===== config.mk =====
export PLATFORM = sky130hd
export DESIGN_NAME = config_unit
export DESIGN_NICKNAME = d
export VERILOG_FILES = /design/src/core/config_unit_pkg.sv /design/src/core/pin_sync.sv /design/src/core/clock_route.sv /design/src/core/config_unit.sv
export VERILOG_INCLUDE_DIRS = /design/src /design/src/core
export SDC_FILE = /design/constraint.sdc
export NUM_CORES = 1
export LEC_CHECK = 0
export ABC_AREA = 1
export BUFFER_PORTS_ARGS = -buffer_cell sky130_fd_sc_hd__buf_4
export CAP_MARGIN = 5
export CORE_ASPECT_RATIO = 1.1
export CORE_MARGIN = 4
export CORE_UTILIZATION = 49
export DETAILED_ROUTE_END_ITERATION = 10
export PLACE_DENSITY = 0.83
export SETUP_SLACK_MARGIN = 0.4
export SLEW_MARGIN = 20
export SYNTH_ARGS = -nofsm -noshare
export SYNTH_HDL_FRONTEND = slang
export SYNTH_HIERARCHICAL = 1
export SYNTH_SLANG_ARGS = --single-unit

===== constraint.sdc =====
create_clock -name mclk -period 1.23 [get_ports mclk]
set_input_delay 0 -clock mclk [delete_from_list [all_inputs] [get_ports mclk]]
set_output_delay 0 -clock mclk [all_outputs]
set_load 0.03 [all_outputs]

===== src/core/config_unit_cfg.svh =====
`ifndef CONFIG_UNIT_CFG_SVH
`define CONFIG_UNIT_CFG_SVH

`define ERR_NONE 3'h0
`define ERR_CRC 3'h1
`define ERR_SCRUB 3'h2
`define ERR_OTHER 3'h4
`define MODE_IDLE 4'h0
`define MODE_FULL 4'h1
`define MODE_PARTIAL 4'h2
`define STRAP_GATE_BIT 0
`define CLEAR_NS 1000
`define CLK_PERIOD_NS 25
`define CLEAR_CYCLES ((`CLEAR_NS + `CLK_PERIOD_NS - 1) / `CLK_PERIOD_NS)
`define CLEAR_CNT_W 6
`define SETTLE_CYCLES 2
`define CLKSEL_JTAG 1'b0
`define CLKSEL_HOST 1'b1

`endif


===== src/core/config_unit_pkg.sv =====
`default_nettype none
package config_unit_pkg;
  typedef enum logic [5:0] {
    ST_CLEAR = 6'h01,
    ST_READY = 6'h02,
    ST_LOAD = 6'h04,
    ST_WAIT_DONE = 6'h08,
    ST_USER = 6'h10,
    ST_ERROR = 6'h20
  } cfg_state_t;
  typedef logic [2:0] err_code_t;
  typedef logic [3:0] mode_sel_t;
endpackage
`default_nettype wire


===== src/core/pin_sync.sv =====
`default_nettype none
module pin_sync #(
  parameter int W = 1
) (
  input wire logic mclk,
  input wire logic rst_n,
  input wire logic [W-1:0] asyncIn,
  output logic [W-1:0] syncOut
);
  logic [W-1:0] stage1_ff;
  logic [W-1:0] stage2_ff;

  // The first stage is read only by the second stage to contain metastability.
  always_ff @(posedge mclk or negedge rst_n) begin
    if (!rst_n) begin
      stage1_ff <= '0;
      stage2_ff <= '0;
    end else begin
      stage1_ff <= asyncIn;
      stage2_ff <= stage1_ff;
    end
  end

  assign syncOut = stage2_ff;
endmodule
`default_nettype wire


===== src/core/clock_route.sv =====
`default_nettype none
`include "config_unit_cfg.svh"
module clock_route (
  input wire logic mclk,
  input wire logic rst_n,
  input wire logic clockSelect,
  input wire logic sysclkBypass,
  output logic selHostClk_ff,
  output logic bypassActive_ff
);
  logic nxtSelHostClk;
  logic nxtBypassActive;

  always_comb begin
    nxtSelHostClk = (clockSelect == `CLKSEL_HOST);
    nxtBypassActive = sysclkBypass;
  end

  always_ff @(posedge mclk or negedge rst_n) begin
    if (!rst_n) begin
      selHostClk_ff <= 1'b0;
      bypassActive_ff <= 1'b0;
    end else begin
      selHostClk_ff <= nxtSelHostClk;
      bypassActive_ff <= nxtBypassActive;
    end
  end
endmodule
`default_nettype wire


===== src/core/config_unit.sv =====
// How it works
// - Configuration clock comes from JTAG clock or host clock, per clock select.
// - Bypass input high skips internal system clock; with select picks programming clock.
// - Three-bit active-high error code reports CRC, scrub or other load errors.
// - Error code sticks once set; loading never completes, user mode never entered.
// - Done released high only after a successful load, ready for user mode.
// - Done stays high until power cycle or re-initialisation reset.
// - A full-load configuration error keeps done low; a partial-reload error leaves done high.
// - Others may hold done low; unit proceeds only once done reads high.
// - Partial done released high after every successful load, full or partial reconfiguration.
// - Unit stalls while either done line reads low.
// - Four-bit mode select chooses the unit operating mode.
// - Active-low reset acts asynchronously, clearing memory and unit logic.
// - Test strap bit 0 gates host chip select to test control.
// - Transceiver test select routes JTAG pins to transceiver test controller.
// - Status released high after start-up and memory clear, awaiting commands.
// - Status holds high until power cycle, reset, or CRC error.
// - User-mode output high once user mode entered, until reset.
`default_nettype none
`include "config_unit_cfg.svh"
module config_unit
  import config_unit_pkg::*;
(
  input wire logic mclk,
  input wire logic rst_n,
  input wire logic config_clock_select,
  input wire logic config_sysclk_bypass,
  input wire config_unit_pkg::mode_sel_t config_mode_select,
  input wire logic [2:0] test_strap,
  input wire logic serdes_test_select,
  input wire logic host_chip_select_n,
  input wire logic testChipSelectN,
  input wire logic loadStart,
  input wire logic loadComplete,
  input wire logic crcError,
  input wire logic scrubError,
  input wire logic otherError,
  input wire logic config_done_in,
  input wire logic partial_reconfig_done_in,
  input wire logic jtagTck,
  input wire logic jtagTms,
  input wire logic jtagTdi,
  output logic selHostClk,
  output logic sysclkBypassed,
  output config_unit_pkg::err_code_t config_error_code,
  output logic config_done_out,
  output logic config_done_oe_n,
  output logic partial_reconfig_done_out,
  output logic partial_reconfig_done_oe_n,
  output logic config_ready_status_out,
  output logic config_ready_status_oe_n,
  output logic user_mode_flag,
  output logic memClear,
  output logic hostSelectN,
  output logic jtagToSerdes,
  output logic serdesTck,
  output logic serdesTms,
  output logic serdesTdi,
  output config_unit_pkg::mode_sel_t activeMode
);
  import config_unit_pkg::*;

  logic [3:0] modeSync;
  logic [2:0] strapSync;
  logic [6:0] pinSync;
  logic [2:0] jtagSync;
  logic doneHigh;
  logic partialHigh;
  logic startReq;
  logic loadOk;
  logic anyErr;

  cfg_state_t state_ff;
  cfg_state_t nxt_state;
  logic [`CLEAR_CNT_W-1:0] clearCnt_ff;
  logic [`CLEAR_CNT_W-1:0] nxt_clearCnt;
  err_code_t err_ff;
  err_code_t nxt_err;
  logic partialRun_ff;
  logic nxt_partialRun;
  logic partialDone_ff;
  logic nxt_partialDone;
  logic status_ff;
  logic nxt_status;
  logic user_ff;
  logic nxt_user;
  logic doneRel_ff;
  logic nxt_doneRel;
  mode_sel_t mode_ff;
  mode_sel_t nxt_mode;
  logic csn_ff;
  logic nxt_csn;
  logic route_ff;
  logic nxt_route;
  logic [2:0] jtagOut_ff;
  logic [2:0] nxt_jtagOut;
  logic odLevel_ff;
  logic nxt_odLevel;

  // Strap and control pins arrive from the board, so each is synchronised first.
  pin_sync #(.W(4)) u_mode_sync (
    .mclk(mclk),
    .rst_n(rst_n),
    .asyncIn(config_mode_select),
    .syncOut(modeSync)
  );

  pin_sync #(.W(3)) u_strap_sync (
    .mclk(mclk),
    .rst_n(rst_n),
    .asyncIn(test_strap),
    .syncOut(strapSync)
  );

  // Chip selects pass inverted, so a freshly reset synchroniser reads as deselected.
  pin_sync #(.W(7)) u_pin_sync (
    .mclk(mclk),
    .rst_n(rst_n),
    .asyncIn({serdes_test_select, ~host_chip_select_n, ~testChipSelectN,
              config_done_in, partial_reconfig_done_in, config_clock_select,
              config_sysclk_bypass}),
    .syncOut(pinSync)
  );

  pin_sync #(.W(3)) u_jtag_sync (
    .mclk(mclk),
    .rst_n(rst_n),
    .asyncIn({jtagTck, jtagTms, jtagTdi}),
    .syncOut(jtagSync)
  );

  clock_route u_clock_route (
    .mclk(mclk),
    .rst_n(rst_n),
    .clockSelect(pinSync[1]),
    .sysclkBypass(pinSync[0]),
    .selHostClk_ff(selHostClk),
    .bypassActive_ff(sysclkBypassed)
  );

  assign doneHigh = pinSync[3];
  assign partialHigh = pinSync[2];
  assign startReq = loadStart && (modeSync != `MODE_IDLE);
  assign loadOk = loadComplete && !anyErr;
  assign anyErr = crcError || scrubError || otherError;

  function automatic err_code_t encodeErr(input logic crc, input logic scrub,
                                         input logic other);
    err_code_t e;
    e = `ERR_NONE;
    if (crc) e = e | `ERR_CRC;
    if (scrub) e = e | `ERR_SCRUB;
    if (other) e = e | `ERR_OTHER;
    return e;
  endfunction

  // A partial image only makes sense on top of a full one, so each start decodes its mode.
  function automatic logic isFullMode(input mode_sel_t m);
    return m == `MODE_FULL;
  endfunction

  function automatic logic isPartialMode(input mode_sel_t m);
    return m == `MODE_PARTIAL;
  endfunction

  always_comb begin
    nxt_state = state_ff;
    nxt_clearCnt = clearCnt_ff;
    nxt_err = err_ff;
    nxt_partialRun = partialRun_ff;
    nxt_partialDone = partialDone_ff;
    nxt_status = status_ff;
    nxt_user = user_ff;
    nxt_doneRel = doneRel_ff;
    nxt_mode = modeSync;
    if (state_ff == ST_LOAD) begin
      nxt_err = err_ff | encodeErr(crcError, scrubError, otherError);
    end
    unique case (state_ff)
      ST_CLEAR: begin
        nxt_clearCnt = clearCnt_ff + `CLEAR_CNT_W'(1);
        if (clearCnt_ff == `CLEAR_CNT_W'(`CLEAR_CYCLES - 1)) begin
          nxt_state = ST_READY;
          nxt_status = 1'b1;
        end
      end
      ST_READY: begin
        if (startReq && isFullMode(modeSync)) begin
          nxt_state = ST_LOAD;
          nxt_partialRun = 1'b0;
          nxt_partialDone = 1'b0;
        end
      end
      ST_LOAD: begin
        if (anyErr) begin
          nxt_state = ST_ERROR;
          // A failed partial reload keeps the done line that the full image earned.
          if (!partialRun_ff) nxt_doneRel = 1'b0;
          if (crcError) nxt_status = 1'b0;
        end else if (loadOk) begin
          nxt_state = ST_WAIT_DONE;
          nxt_clearCnt = '0;
          // A full load frees the partial line too, or the unit would hold its own gate low.
          nxt_partialDone = 1'b1;
          if (!partialRun_ff) nxt_doneRel = 1'b1;
        end
      end
      ST_WAIT_DONE: begin
        // Another device may hold the shared line low to align start-up.
        // The synchronisers still show the lines from before the load until they refill.
        if (clearCnt_ff != `CLEAR_CNT_W'(`SETTLE_CYCLES)) begin
          nxt_clearCnt = clearCnt_ff + `CLEAR_CNT_W'(1);
        end else if (doneHigh && partialHigh) begin
          nxt_state = ST_USER;
          nxt_user = 1'b1;
        end
      end
      ST_USER: begin
        if (startReq && isPartialMode(modeSync)) begin
          nxt_state = ST_LOAD;
          nxt_partialRun = 1'b1;
          nxt_partialDone = 1'b0;
        end
      end
      ST_ERROR: begin
        nxt_state = ST_ERROR;
      end
      default: begin
        nxt_state = ST_ERROR;
      end
    endcase
  end

  // Reset clears every flag asynchronously; only a reset ends done or user mode.
  always_ff @(posedge mclk or negedge rst_n) begin
    if (!rst_n) begin
      state_ff <= ST_CLEAR;
      clearCnt_ff <= '0;
      err_ff <= `ERR_NONE;
      partialRun_ff <= 1'b0;
      partialDone_ff <= 1'b0;
      status_ff <= 1'b0;
      user_ff <= 1'b0;
      doneRel_ff <= 1'b0;
      mode_ff <= `MODE_IDLE;
    end else begin
      state_ff <= nxt_state;
      clearCnt_ff <= nxt_clearCnt;
      err_ff <= nxt_err;
      partialRun_ff <= nxt_partialRun;
      partialDone_ff <= nxt_partialDone;
      status_ff <= nxt_status;
      user_ff <= nxt_user;
      doneRel_ff <= nxt_doneRel;
      mode_ff <= nxt_mode;
    end
  end

  always_comb begin
    nxt_csn = ~(strapSync[`STRAP_GATE_BIT] ? pinSync[4] : pinSync[5]);
    nxt_route = pinSync[6];
    nxt_jtagOut = pinSync[6] ? jtagSync : 3'h0;
  end

  always_ff @(posedge mclk or negedge rst_n) begin
    if (!rst_n) begin
      csn_ff <= 1'b1;
      route_ff <= 1'b0;
      jtagOut_ff <= 3'h0;
    end else begin
      csn_ff <= nxt_csn;
      route_ff <= nxt_route;
      jtagOut_ff <= nxt_jtagOut;
    end
  end

  // Open-drain pins only ever pull low, so their data level is a flip-flop held at zero.
  always_comb begin
    nxt_odLevel = 1'b0;
  end

  always_ff @(posedge mclk or negedge rst_n) begin
    if (!rst_n) begin
      odLevel_ff <= 1'b0;
    end else begin
      odLevel_ff <= nxt_odLevel;
    end
  end

  assign config_error_code = err_ff;
  // Open drain: the enable is low while the pin is pulled low.
  assign config_done_out = odLevel_ff;
  assign config_done_oe_n = doneRel_ff;
  assign partial_reconfig_done_out = odLevel_ff;
  assign partial_reconfig_done_oe_n = partialDone_ff;
  assign config_ready_status_out = odLevel_ff;
  assign config_ready_status_oe_n = status_ff;
  assign user_mode_flag = user_ff;
  assign memClear = state_ff[0];
  assign hostSelectN = csn_ff;
  assign jtagToSerdes = route_ff;
  assign serdesTck = jtagOut_ff[2];
  assign serdesTms = jtagOut_ff[1];
  assign serdesTdi = jtagOut_ff[0];
  assign activeMode = mode_ff;
endmodule
`default_nettype wire


==> flow_summary.json, run 1 <==
{
  "port_buffers": 40,
  "maxCapViolCount": 0,
  "min_path_type": "primary input to register",
  "grt_max_degree": 36,
  "cts_tree": "done",
  "antenna_found_initial": 0,
  "violations": "setup timing",
  "drt_iter0_drc": 298,
  "synthCells": 208,
  "post_route_cells_drive_above_1_share_pct": 52.0,
  "worst_pin_slew_ns": 0.562,
  "total_power_mw": 4.76,
  "numCtsBuffers": 9,
  "grt_pass1_vias": 2233,
  "grt_pass1_wl_um": 11700,
  "required_ns": 1.52,
  "status": "complete, but fails checks",
  "path_clk_slew_ns": 0.08,
  "vdd_drop_max_mv": 1.37,
  "p_comb_share_pct": 7.1,
  "firstDrtPassIters": 6,
  "critPathArrivalTime_ns": 1.89,
  "dpl.hpwl_um": 3210,
  "synth_warnings": 6,
  "ff2ff_path_depth": 9,
  "intPower_mw": 3.60,
  "wirelength_um": 9020,
  "antennaDiodeCount": 0,
  "dp_cells": 322,
  "drtAntennaViolNets": 0,
  "rsz0062_at_grt": "yes",
  "p_per_area_nw_per_um2": 1240,
  "critPathCaptureType": "register",
  "cts.sinks": 61,
  "num_vias": 2210,
  "fin_area_um2": 3840,
  "skew_ns": 0.0108,
  "drcViolationCount": 0,
  "hold_viol": 0,
  "syn_area_per_cell_um2": 11.1,
  "finalCritPeriodShare_pct": 130,
  "area_growth_pct": 66.5,
  "core_um2": 4440,
  "final_max_slew_viol_count": 0,
  "p_clk_share_pct": 48.3,
  "max_slew_margin_pct": 62.4,
  "finalNetCount": 344,
  "cts_root_buf": "clkbuf_8",
  "num_rows": 25,
  "switching_share_pct": 24.5,
  "min_period_ns": 1.60,
  "fin_cells": 377,
  "fmax_mhz": 624,
  "die_width_um": 73.5,
  "cellLeakagePower_nw": 1.87,
  "cp_max_fo": 6,
  "cts_max_level": 3,
  "detailed_place.area_um2": 2840,
  "setup_slack_ns": -0.373,
  "timing.setup.critical_path_class": "register to register",
  "hold_depth": 4,
  "via_per_inst": 5.86,
  "p_sw_mw": 1.17,
  "cts_max_path_buffers": 2,
  "die_h_um": 80.0,
  "routedWlPerCell_um": 23.9,
  "gr-total-overflow": 0,
  "pwr-share-seq_pct": 44.6,
  "gp_congestion": 0.896,
  "clock_latency_ns": 0.36,
  "setup_violations": 20,
  "ios": 46,
  "tns_ns": -5.30,
  "netlist_area_um2": 2310,
  "fillers": 166,
  "dieArea_um2": 5880,
  "start_util_pct": 52.0,
  "start_kind": "register",
  "grt_util_all_layers_pct": 27.7
}
## power groups by stage
stage               Combinational [mW]  Sequential (mW)  Clock [mW]
global placement                 0.234             2.14           0
CTS                              0.312             2.11        2.24
global route                     0.360             2.13        2.39
finish                           0.339             2.13        2.30
detailed placement               0.241             2.15           0
floorplan                       0.0444             2.19           0
## per-stage QoR
step | hold WS, ns | worst slack [ns] | util (%)
after CTS | 0.0190 | -0.184 | 80.8
final | 0.0382 | -0.373 | 86.6
after floorplan | -0.296 | -0.0834 | -
after global placement | -0.0309 | -0.109 | 64.0
after global routing | 0.0524 | -0.416 | 86.6
after detailed placement | -0.0259 | -0.138 | 64.0
## final timing paths
check                                          from                       endpoint  slack [ns]
min in group asynchronous                     rst_n                  partialRun_ff        0.16
max reg2reg                             state_ff[2]                 clearCnt_ff[1]       -0.37
min reg2reg                u_jtag_sync/stage1_ff[2]         u_jtag_sync/syncOut[2]        0.36
min                                      scrubError               config_done_oe_n        0.04
max                                     state_ff[2]                 clearCnt_ff[1]       -0.37
max in group asynchronous                     rst_n  u_clock_route/bypassActive_ff        0.56
## layout by cell type, fill, tap and decap left out
cell type / count
buf_4: 47
buf_12: 2
clkinv_4: 1
nand2_1: 29
bufinv_16: 3
o21bai_4: 1
inv_2: 6
inv_1: 18
nor3b_2: 2
nand2_8: 1
nor2_1: 12
inv_6: 3
o31ai_4: 1
dlygate4sd3_1: 21
a21oi_2: 3
nand2_2: 18
nand4_1: 4
nor3b_1: 1
clkinv_2: 1
nand2_4: 2
nor2_2: 2
ha_2: 2
nand3_2: 9
dfstp_2: 2
conb_1: 3
mux2i_1: 1
nor2_8: 1
buf_6: 31
clkbuf_8: 9
nand3_4: 8
o21ai_4: 1
a41o_1: 1
nor2_4: 10
dfrtp_1: 59
a21o_1: 1
o21bai_1: 2
nor3_4: 1
nand3_1: 3
a22oi_2: 1
## critical path, stage by stage (launching register included)
cell	delay [ns]
dfrtp_1	0.44
buf_4	0.18
nor2_2	0.19
nand3_4	0.10
inv_2	0.08
nand2_2	0.06
nand3_4	0.13
buf_12	0.15
nand3_2	0.09
nand2_1	0.11
## state kept, by name, summed over array words and instances, names as in the netlist, 3 cells and up
name                   cells
u_pin_sync/stage1_ff       7
u_pin_sync/syncOut         7
clearCnt_ff                6
state_ff                   6
activeMode                 4
u_mode_sync/stage1_ff      4
u_mode_sync/syncOut        4
config_error_code          3
jtagOut_ff                 3
u_jtag_sync/stage1_ff      3
u_jtag_sync/syncOut        3
## final cells by class
type	instances	area, µm²	share of cell area [%]
repair buffers	101	952	24.8
inverters	25	98.8	2.57
clock buffers	9	124	3.22
clock inverters	7	121	3.16
multi-input cells	120	952	24.8
well taps	54	67.6	1.76
flip-flops and latches	61	1530	39.8
## repair_timing
item,in CTS,in global routing
endpoints found under the hold margin,82,0
setup endpoints to repair,39,39
buffers inserted,11,7
hold buffers,21,0
pin swaps,20,33
gates resized for setup,54,44
## layer usage
metal / share of wire, % / wire [µm] / vias to the layer above / global-route usage, %
met5: 0 / 0 / - / 0
met4: 6.7 / 607 / 0 / 9.42
met3: 7.6 / 686 / 60 / 5.29
met2: 50 / 4520 / 192 / 48.8
met1: 35 / 3200 / 1083 / 33.3
li1: - / - / 875 / -
Power figures use the tool's default switching activity.
==> run 2: changes to the inputs <==
--- a/config.mk
+++ b/config.mk
@@ -13,6 +13,7 @@
 export CORE_MARGIN = 4
 export CORE_UTILIZATION = 49
 export DETAILED_ROUTE_END_ITERATION = 10
+export MAX_ROUTING_LAYER = met4
 export PLACE_DENSITY = 0.83
 export SETUP_SLACK_MARGIN = 0.4
 export SLEW_MARGIN = 20
==> run 2 against run 1 <==
Compared with the run above:
- the flow still finishes with violations (setup timing)
- clock skew is 0.0012 ns higher
- critical path depth decreased by 3
- maximum frequency decreased by 1.7%
- clock power about the same
- total power decreased by 0.65%
- sequential cell count is the same
- hold slack gained 0.011 ns
- die area unchanged
- cell count down 0.27%
- worst setup slack worse by 0.028 ns
- wire length decreased by 0.96%
- largest cell class unchanged
- highest routed layer unchanged
==> flow_summary.json, run 2 (synthesis gave the netlist of run 1 again) <==
{
  "status": "complete, but fails checks",
  "violations": "setup timing",
  "cts.sinks": 61,
  "p_clk_share_pct": 48.0,
  "hold_depth": 4,
  "required_ns": 1.46,
  "min_path_type": "primary input to register",
  "skew_ns": 0.0120,
  "antenna_found_initial": 0,
  "timing.setup.critical_path_class": "register to register",
  "clock_latency_ns": 0.35,
  "numCtsBuffers": 9,
  "grt_max_degree": 36,
  "vdd_drop_max_mv": 1.36,
  "cts_root_buf": "clkbuf_8",
  "rsz0062_at_grt": "yes",
  "gr-total-overflow": 0,
  "via_per_inst": 5.72,
  "dpl.hpwl_um": 3210,
  "post_route_cells_drive_above_1_share_pct": 51.6,
  "start_util_pct": 52.0,
  "ios": 46,
  "max_slew_margin_pct": 65.9,
  "area_growth_pct": 66.3,
  "grt_pass1_vias": 2244,
  "dieArea_um2": 5880,
  "path_clk_slew_ns": 0.08,
  "final_cell_mix": "59 x dfrtp_1, 46 x buf_4, 31 x buf_6",
  "p_sw_mw": 1.14,
  "critPathCaptureType": "register",
  "drtAntennaViolNets": 0,
  "pwr-share-seq_pct": 44.9,
  "fin_area_um2": 3840,
  "core_um2": 4440,
  "grt_util_all_layers_pct": 28.4,
  "cp_max_fo": 6,
  "fmax_mhz": 613,
  "maxCapViolCount": 0,
  "critPathLaunch": "state_ff[4]",
  "finalNetCount": 343,
  "worst_pin_slew_ns": 0.509,
  "setup_slack_ns": -0.401,
  "wirelength_um": 8930,
  "die_h_um": 80.0,
  "cellLeakagePower_nw": 1.86,
  "final_common_cell": "dfrtp_1",
  "start_kind": "register",
  "cts_tree": "done",
  "min_period_ns": 1.63,
  "gp_congestion": 0.911,
  "drcViolationCount": 0,
  "num_vias": 2150,
  "antennaDiodeCount": 0,
  "finalCritPeriodShare_pct": 133,
  "hold_viol": 0,
  "num_rows": 25,
  "port_buffers": 40,
  "ff2ff_path_depth": 6,
  "final_max_slew_viol_count": 0,
  "p_comb_share_pct": 7.1,
  "critPathArrivalTime_ns": 1.86,
  "detailed_place.area_um2": 2840,
  "cts_max_level": 3,
  "firstDrtPassIters": 5,
  "setup_violations": 20,
  "switching_share_pct": 24.0,
  "hold_start": "scrubError",
  "intPower_mw": 3.60,
  "drt_iter0_drc": 274,
  "p_per_area_nw_per_um2": 1230,
  "die_width_um": 73.5,
  "total_power_mw": 4.73,
  "cts_max_path_buffers": 2,
  "routedWlPerCell_um": 23.8,
  "reg2reg_from": "state_ff[4]",
  "grt_pass1_wl_um": 11700
}
[run 2: changes by cell type in the layout (fill, tap and decap cells not counted), sizes merged]
cell | previous run | this run
buf | 80 | 79
[run 2: cell type report]
type / count / area (µm²)
fillers: 167 / 602
clock inverters: 7 / 121
well taps: 54 / 67.6
flip-flops and latches: 61 / 1530
repair buffers: 100 / 945
multi-input cells: 120 / 955
inverters: 25 / 98.8
clock buffers: 9 / 124
[run 2: power groups by stage]
stage                     sequential [mW]  clock (mW)  combinational [mW]
after floorplan                      2.19           0              0.0444
after CTS                            2.11        2.24               0.312
after global routing                 2.13        2.39               0.359
after detailed placement             2.15           0               0.241
final                                2.12        2.27               0.337
after global placement               2.14           0               0.234
[run 2: worst max-delay path: stages (launching register included)]
cell	delay [ns]
dfrtp_1	0.42
nor2_4	0.26
nand3_4	0.14
nand2_2	0.12
nand4_1	0.27
nand2_2	0.21
nand2_2	0.09
[run 2: repair_timing]
| item | in CTS | in global routing |
|---|---|---|
| resized for setup | 54 | 44 |
| hold endpoints to repair | 82 | 0 |
| setup endpoints to repair | 39 | 39 |
| hold buffers | 21 | 0 |
| buffers inserted | 11 | 6 |
| pin swaps | 20 | 30 |
[run 2: final timing paths]
kind / endpoint / slack (ns)
max: partialRun_ff / -0.40
min: config_done_oe_n / 0.05
max reg2reg: partialRun_ff / -0.40
min reg2reg: u_jtag_sync/syncOut[2] / 0.35
max in group asynchronous: u_jtag_sync/stage1_ff[1] / 0.53
min in group asynchronous: jtagToSerdes / 0.19
[run 2: per-stage QoR]
| step | hold WS, ns | std cells | setup WS, ns | TNS, ns | util [%] |
|---|---|---|---|---|---|
| after floorplan | -0.296 | 210 | -0.0834 | -0.850 | - |
| after global placement | -0.0309 | 322 | -0.109 | -1.16 | 64.0 |
| after detailed placement | -0.0259 | 322 | -0.138 | -1.53 | 64.0 |
| after CTS | 0.0190 | 370 | -0.184 | -2.39 | 80.8 |
| after global routing | 0.0608 | 376 | -0.479 | -7.12 | 86.5 |
| final | 0.0494 | 376 | -0.401 | -5.95 | 86.5 |
[run 2: per-layer routing]
| metal | wire (µm) | up-vias | share of wire, % | global-route usage, % |
|---|---|---|---|---|
| li1 | - | 872 | - | - |
| met1 | 3240 | 1039 | 36 | 33.2 |
| met2 | 4390 | 178 | 49 | 48.7 |
| met3 | 699 | 61 | 7.8 | 5.29 |
| met4 | 597 | 0 | 6.7 | 9.60 |
| met5 | 0 | - | 0 | - |
==> run 3: changes to the inputs <==
--- a/config.mk
+++ b/config.mk
@@ -11,10 +11,10 @@
 export CAP_MARGIN = 5
 export CORE_ASPECT_RATIO = 1.1
 export CORE_MARGIN = 4
-export CORE_UTILIZATION = 49
+export CORE_UTILIZATION = 54
 export DETAILED_ROUTE_END_ITERATION = 10
 export MAX_ROUTING_LAYER = met4
-export PLACE_DENSITY = 0.83
+export PLACE_DENSITY = 0.86
 export SETUP_SLACK_MARGIN = 0.4
 export SLEW_MARGIN = 20
 export SYNTH_ARGS = -nofsm -noshare
==> constraint.sdc (replaced) <==
create_clock -name mclk -period 1.6 [get_ports mclk]
set_input_delay 0 -clock mclk [delete_from_list [all_inputs] [get_ports mclk]]
set_output_delay 0 -clock mclk [all_outputs]
set_load 0.03 [all_outputs]
==> run 3 against run 2 <==
Compared with the run above:
- the flow now finishes without violations
- register-to-register slack improved by 0.52 ns
- final area fell by 17%
- via count fell by 19%
- maximum frequency increased by 10%
- first-iteration DRC count fell by 46%
==> flow_summary.json, run 3 (synthesis gave the netlist of run 1 again) <==
{
  "p_clk_share_pct": 41.2,
  "final_max_slew_viol_count": 0,
  "numCtsBuffers": 9,
  "ff2ff_path_depth": 8,
  "critPathCaptureType": "register",
  "p_comb_share_pct": 6.9,
  "skew_ns": 0.00659,
  "p_sw_mw": 0.719,
  "wirelength_um": 5190,
  "hold_depth": 4,
  "start_kind": "register",
  "dieArea_um2": 5390,
  "cts_tree": "done",
  "via_per_inst": 5.01,
  "maxCapViolCount": 0,
  "port_buffers": 40,
  "required_ns": 1.82,
  "start_util_pct": 57.0,
  "setup_violations": 0,
  "cts_root_buf": "clkbuf_8",
  "drtAntennaViolNets": 0,
  "max_slew_margin_pct": 51.2,
  "finalCritPeriodShare_pct": 92.6,
  "cellLeakagePower_nw": 1.64,
  "reg2reg_from": "state_ff[5]",
  "pwr-share-seq_pct": 51.9,
  "area_growth_pct": 38.6,
  "ios": 46,
  "routedWlPerCell_um": 14.9,
  "fmax_mhz": 675,
  "num_rows": 24,
  "gp_congestion": 0.848,
  "cts_max_path_buffers": 2,
  "p_per_area_nw_per_um2": 977,
  "cts_max_level": 3,
  "gr-total-overflow": 0,
  "min_path_type": "primary input to register",
  "drt_iter0_drc": 147,
  "hold_start": "scrubError",
  "status": "complete, no violations",
  "grt_pass1_wl_um": 8250,
  "timing.setup.critical_path_class": "register to register",
  "intPower_mw": 2.41,
  "switching_share_pct": 23.0,
  "reg2reg_to": "clearCnt_ff[4]",
  "vdd_drop_max_mv": 0.810,
  "cp_max_fo": 7,
  "finalNetCount": 316,
  "dpl.hpwl_um": 2960,
  "holdPathEnd": "config_done_oe_n",
  "final_cell_mix": "59 x dfrtp_1, 51 x buf_4, 43 x nand2_1",
  "rsz0062_at_grt": "yes",
  "critPathArrivalTime_ns": 1.70,
  "worst_pin_slew_ns": 0.732,
  "post_route_cells_drive_above_1_share_pct": 34.9,
  "grt_util_all_layers_pct": 20.9,
  "min_period_ns": 1.48,
  "grt_max_degree": 62,
  "fin_util_pct": 79.0,
  "path_clk_slew_ns": 0.07,
  "drcViolationCount": 0,
  "num_vias": 1738,
  "clock_latency_ns": 0.34,
  "grt_pass1_vias": 1741,
  "final_common_cell": "dfrtp_1",
  "die_h_um": 76.6,
  "antenna_found_initial": 0,
  "firstDrtPassIters": 4,
  "die_width_um": 70.4,
  "hold_viol": 0,
  "cts.sinks": 61,
  "antennaDiodeCount": 0,
  "core_um2": 4050,
  "tns_ns": 0,
  "rrSetupSlack_ns": 0.12
}
## run 3: how the worst max path moves through the flow
stage                startpoint              to  slack (ns)
finish              state_ff[5]  clearCnt_ff[4]        0.12
global route        state_ff[5]  clearCnt_ff[4]        0.05
CTS                 state_ff[4]  clearCnt_ff[0]        0.20
detailed placement  state_ff[2]  clearCnt_ff[1]        0.20
global placement    state_ff[2]  clearCnt_ff[1]        0.24
floorplan           state_ff[0]  clearCnt_ff[4]        0.29
## run 3: repair_timing
action | CTS | global route
gates resized for setup | 8 | 8
hold buffers | 21 | 0
endpoints found under the setup margin | 15 | 19
pin swaps | 4 | 12
hold endpoints to repair | 81 | 0
buffers inserted | 1 | 10
## run 3: area by class of cell
class | count | area [µm²]
multi-input cells | 120 | 721
well taps | 52 | 65.1
inverters | 25 | 98.8
clock buffers | 11 | 131
repair buffers | 73 | 604
flip-flops and latches | 61 | 1530
clock inverters | 5 | 52.6
fillers | 236 | 852
## run 3: stage by stage
step	cells	setup slack, ns	area [µm²]	total power [mW]	hold slack [ns]
after floorplan	210	0.286	2330	1.72	-0.296
after global placement	299	0.242	2670	1.82	0.0953
after detailed placement	299	0.201	2670	1.82	0.101
final	347	0.118	3200	3.13	0.0451
after CTS	337	0.204	3100	3.14	0.0434
after global routing	347	0.0492	3200	3.25	0.0684
## run 3: critical path, cell delays in order (launching register included)
cell and delay (ns):
dfrtp_1 0.41, nor2_4 0.21, nand2_4 0.09, nor2_8 0.20
inv_6 0.07, nand3_4 0.13, nand2_4 0.10, nand2_1 0.08
nand2_1 0.07
## run 3: metal layers
layer  global-route usage, %  up-vias  share of wire [%]
li1                        -      817                  -
met1                    22.7      830                 37
met2                    35.7       73                 53
met3                    4.22       18                6.4
met4                    11.3        0                3.5
met5                       -        -                  0
## run 3: power groups by stage
stage / Sequential (mW) / Clock [mW] / Combinational, mW
5_1_grt: 1.63 / 1.39 / 0.235
4_1_cts: 1.62 / 1.30 / 0.217
3_3_place_gp: 1.65 / 0 / 0.170
3_5_place_dp: 1.65 / 0 / 0.175
6_report: 1.62 / 1.29 / 0.216
2_1_floorplan: 1.68 / 0 / 0.0341
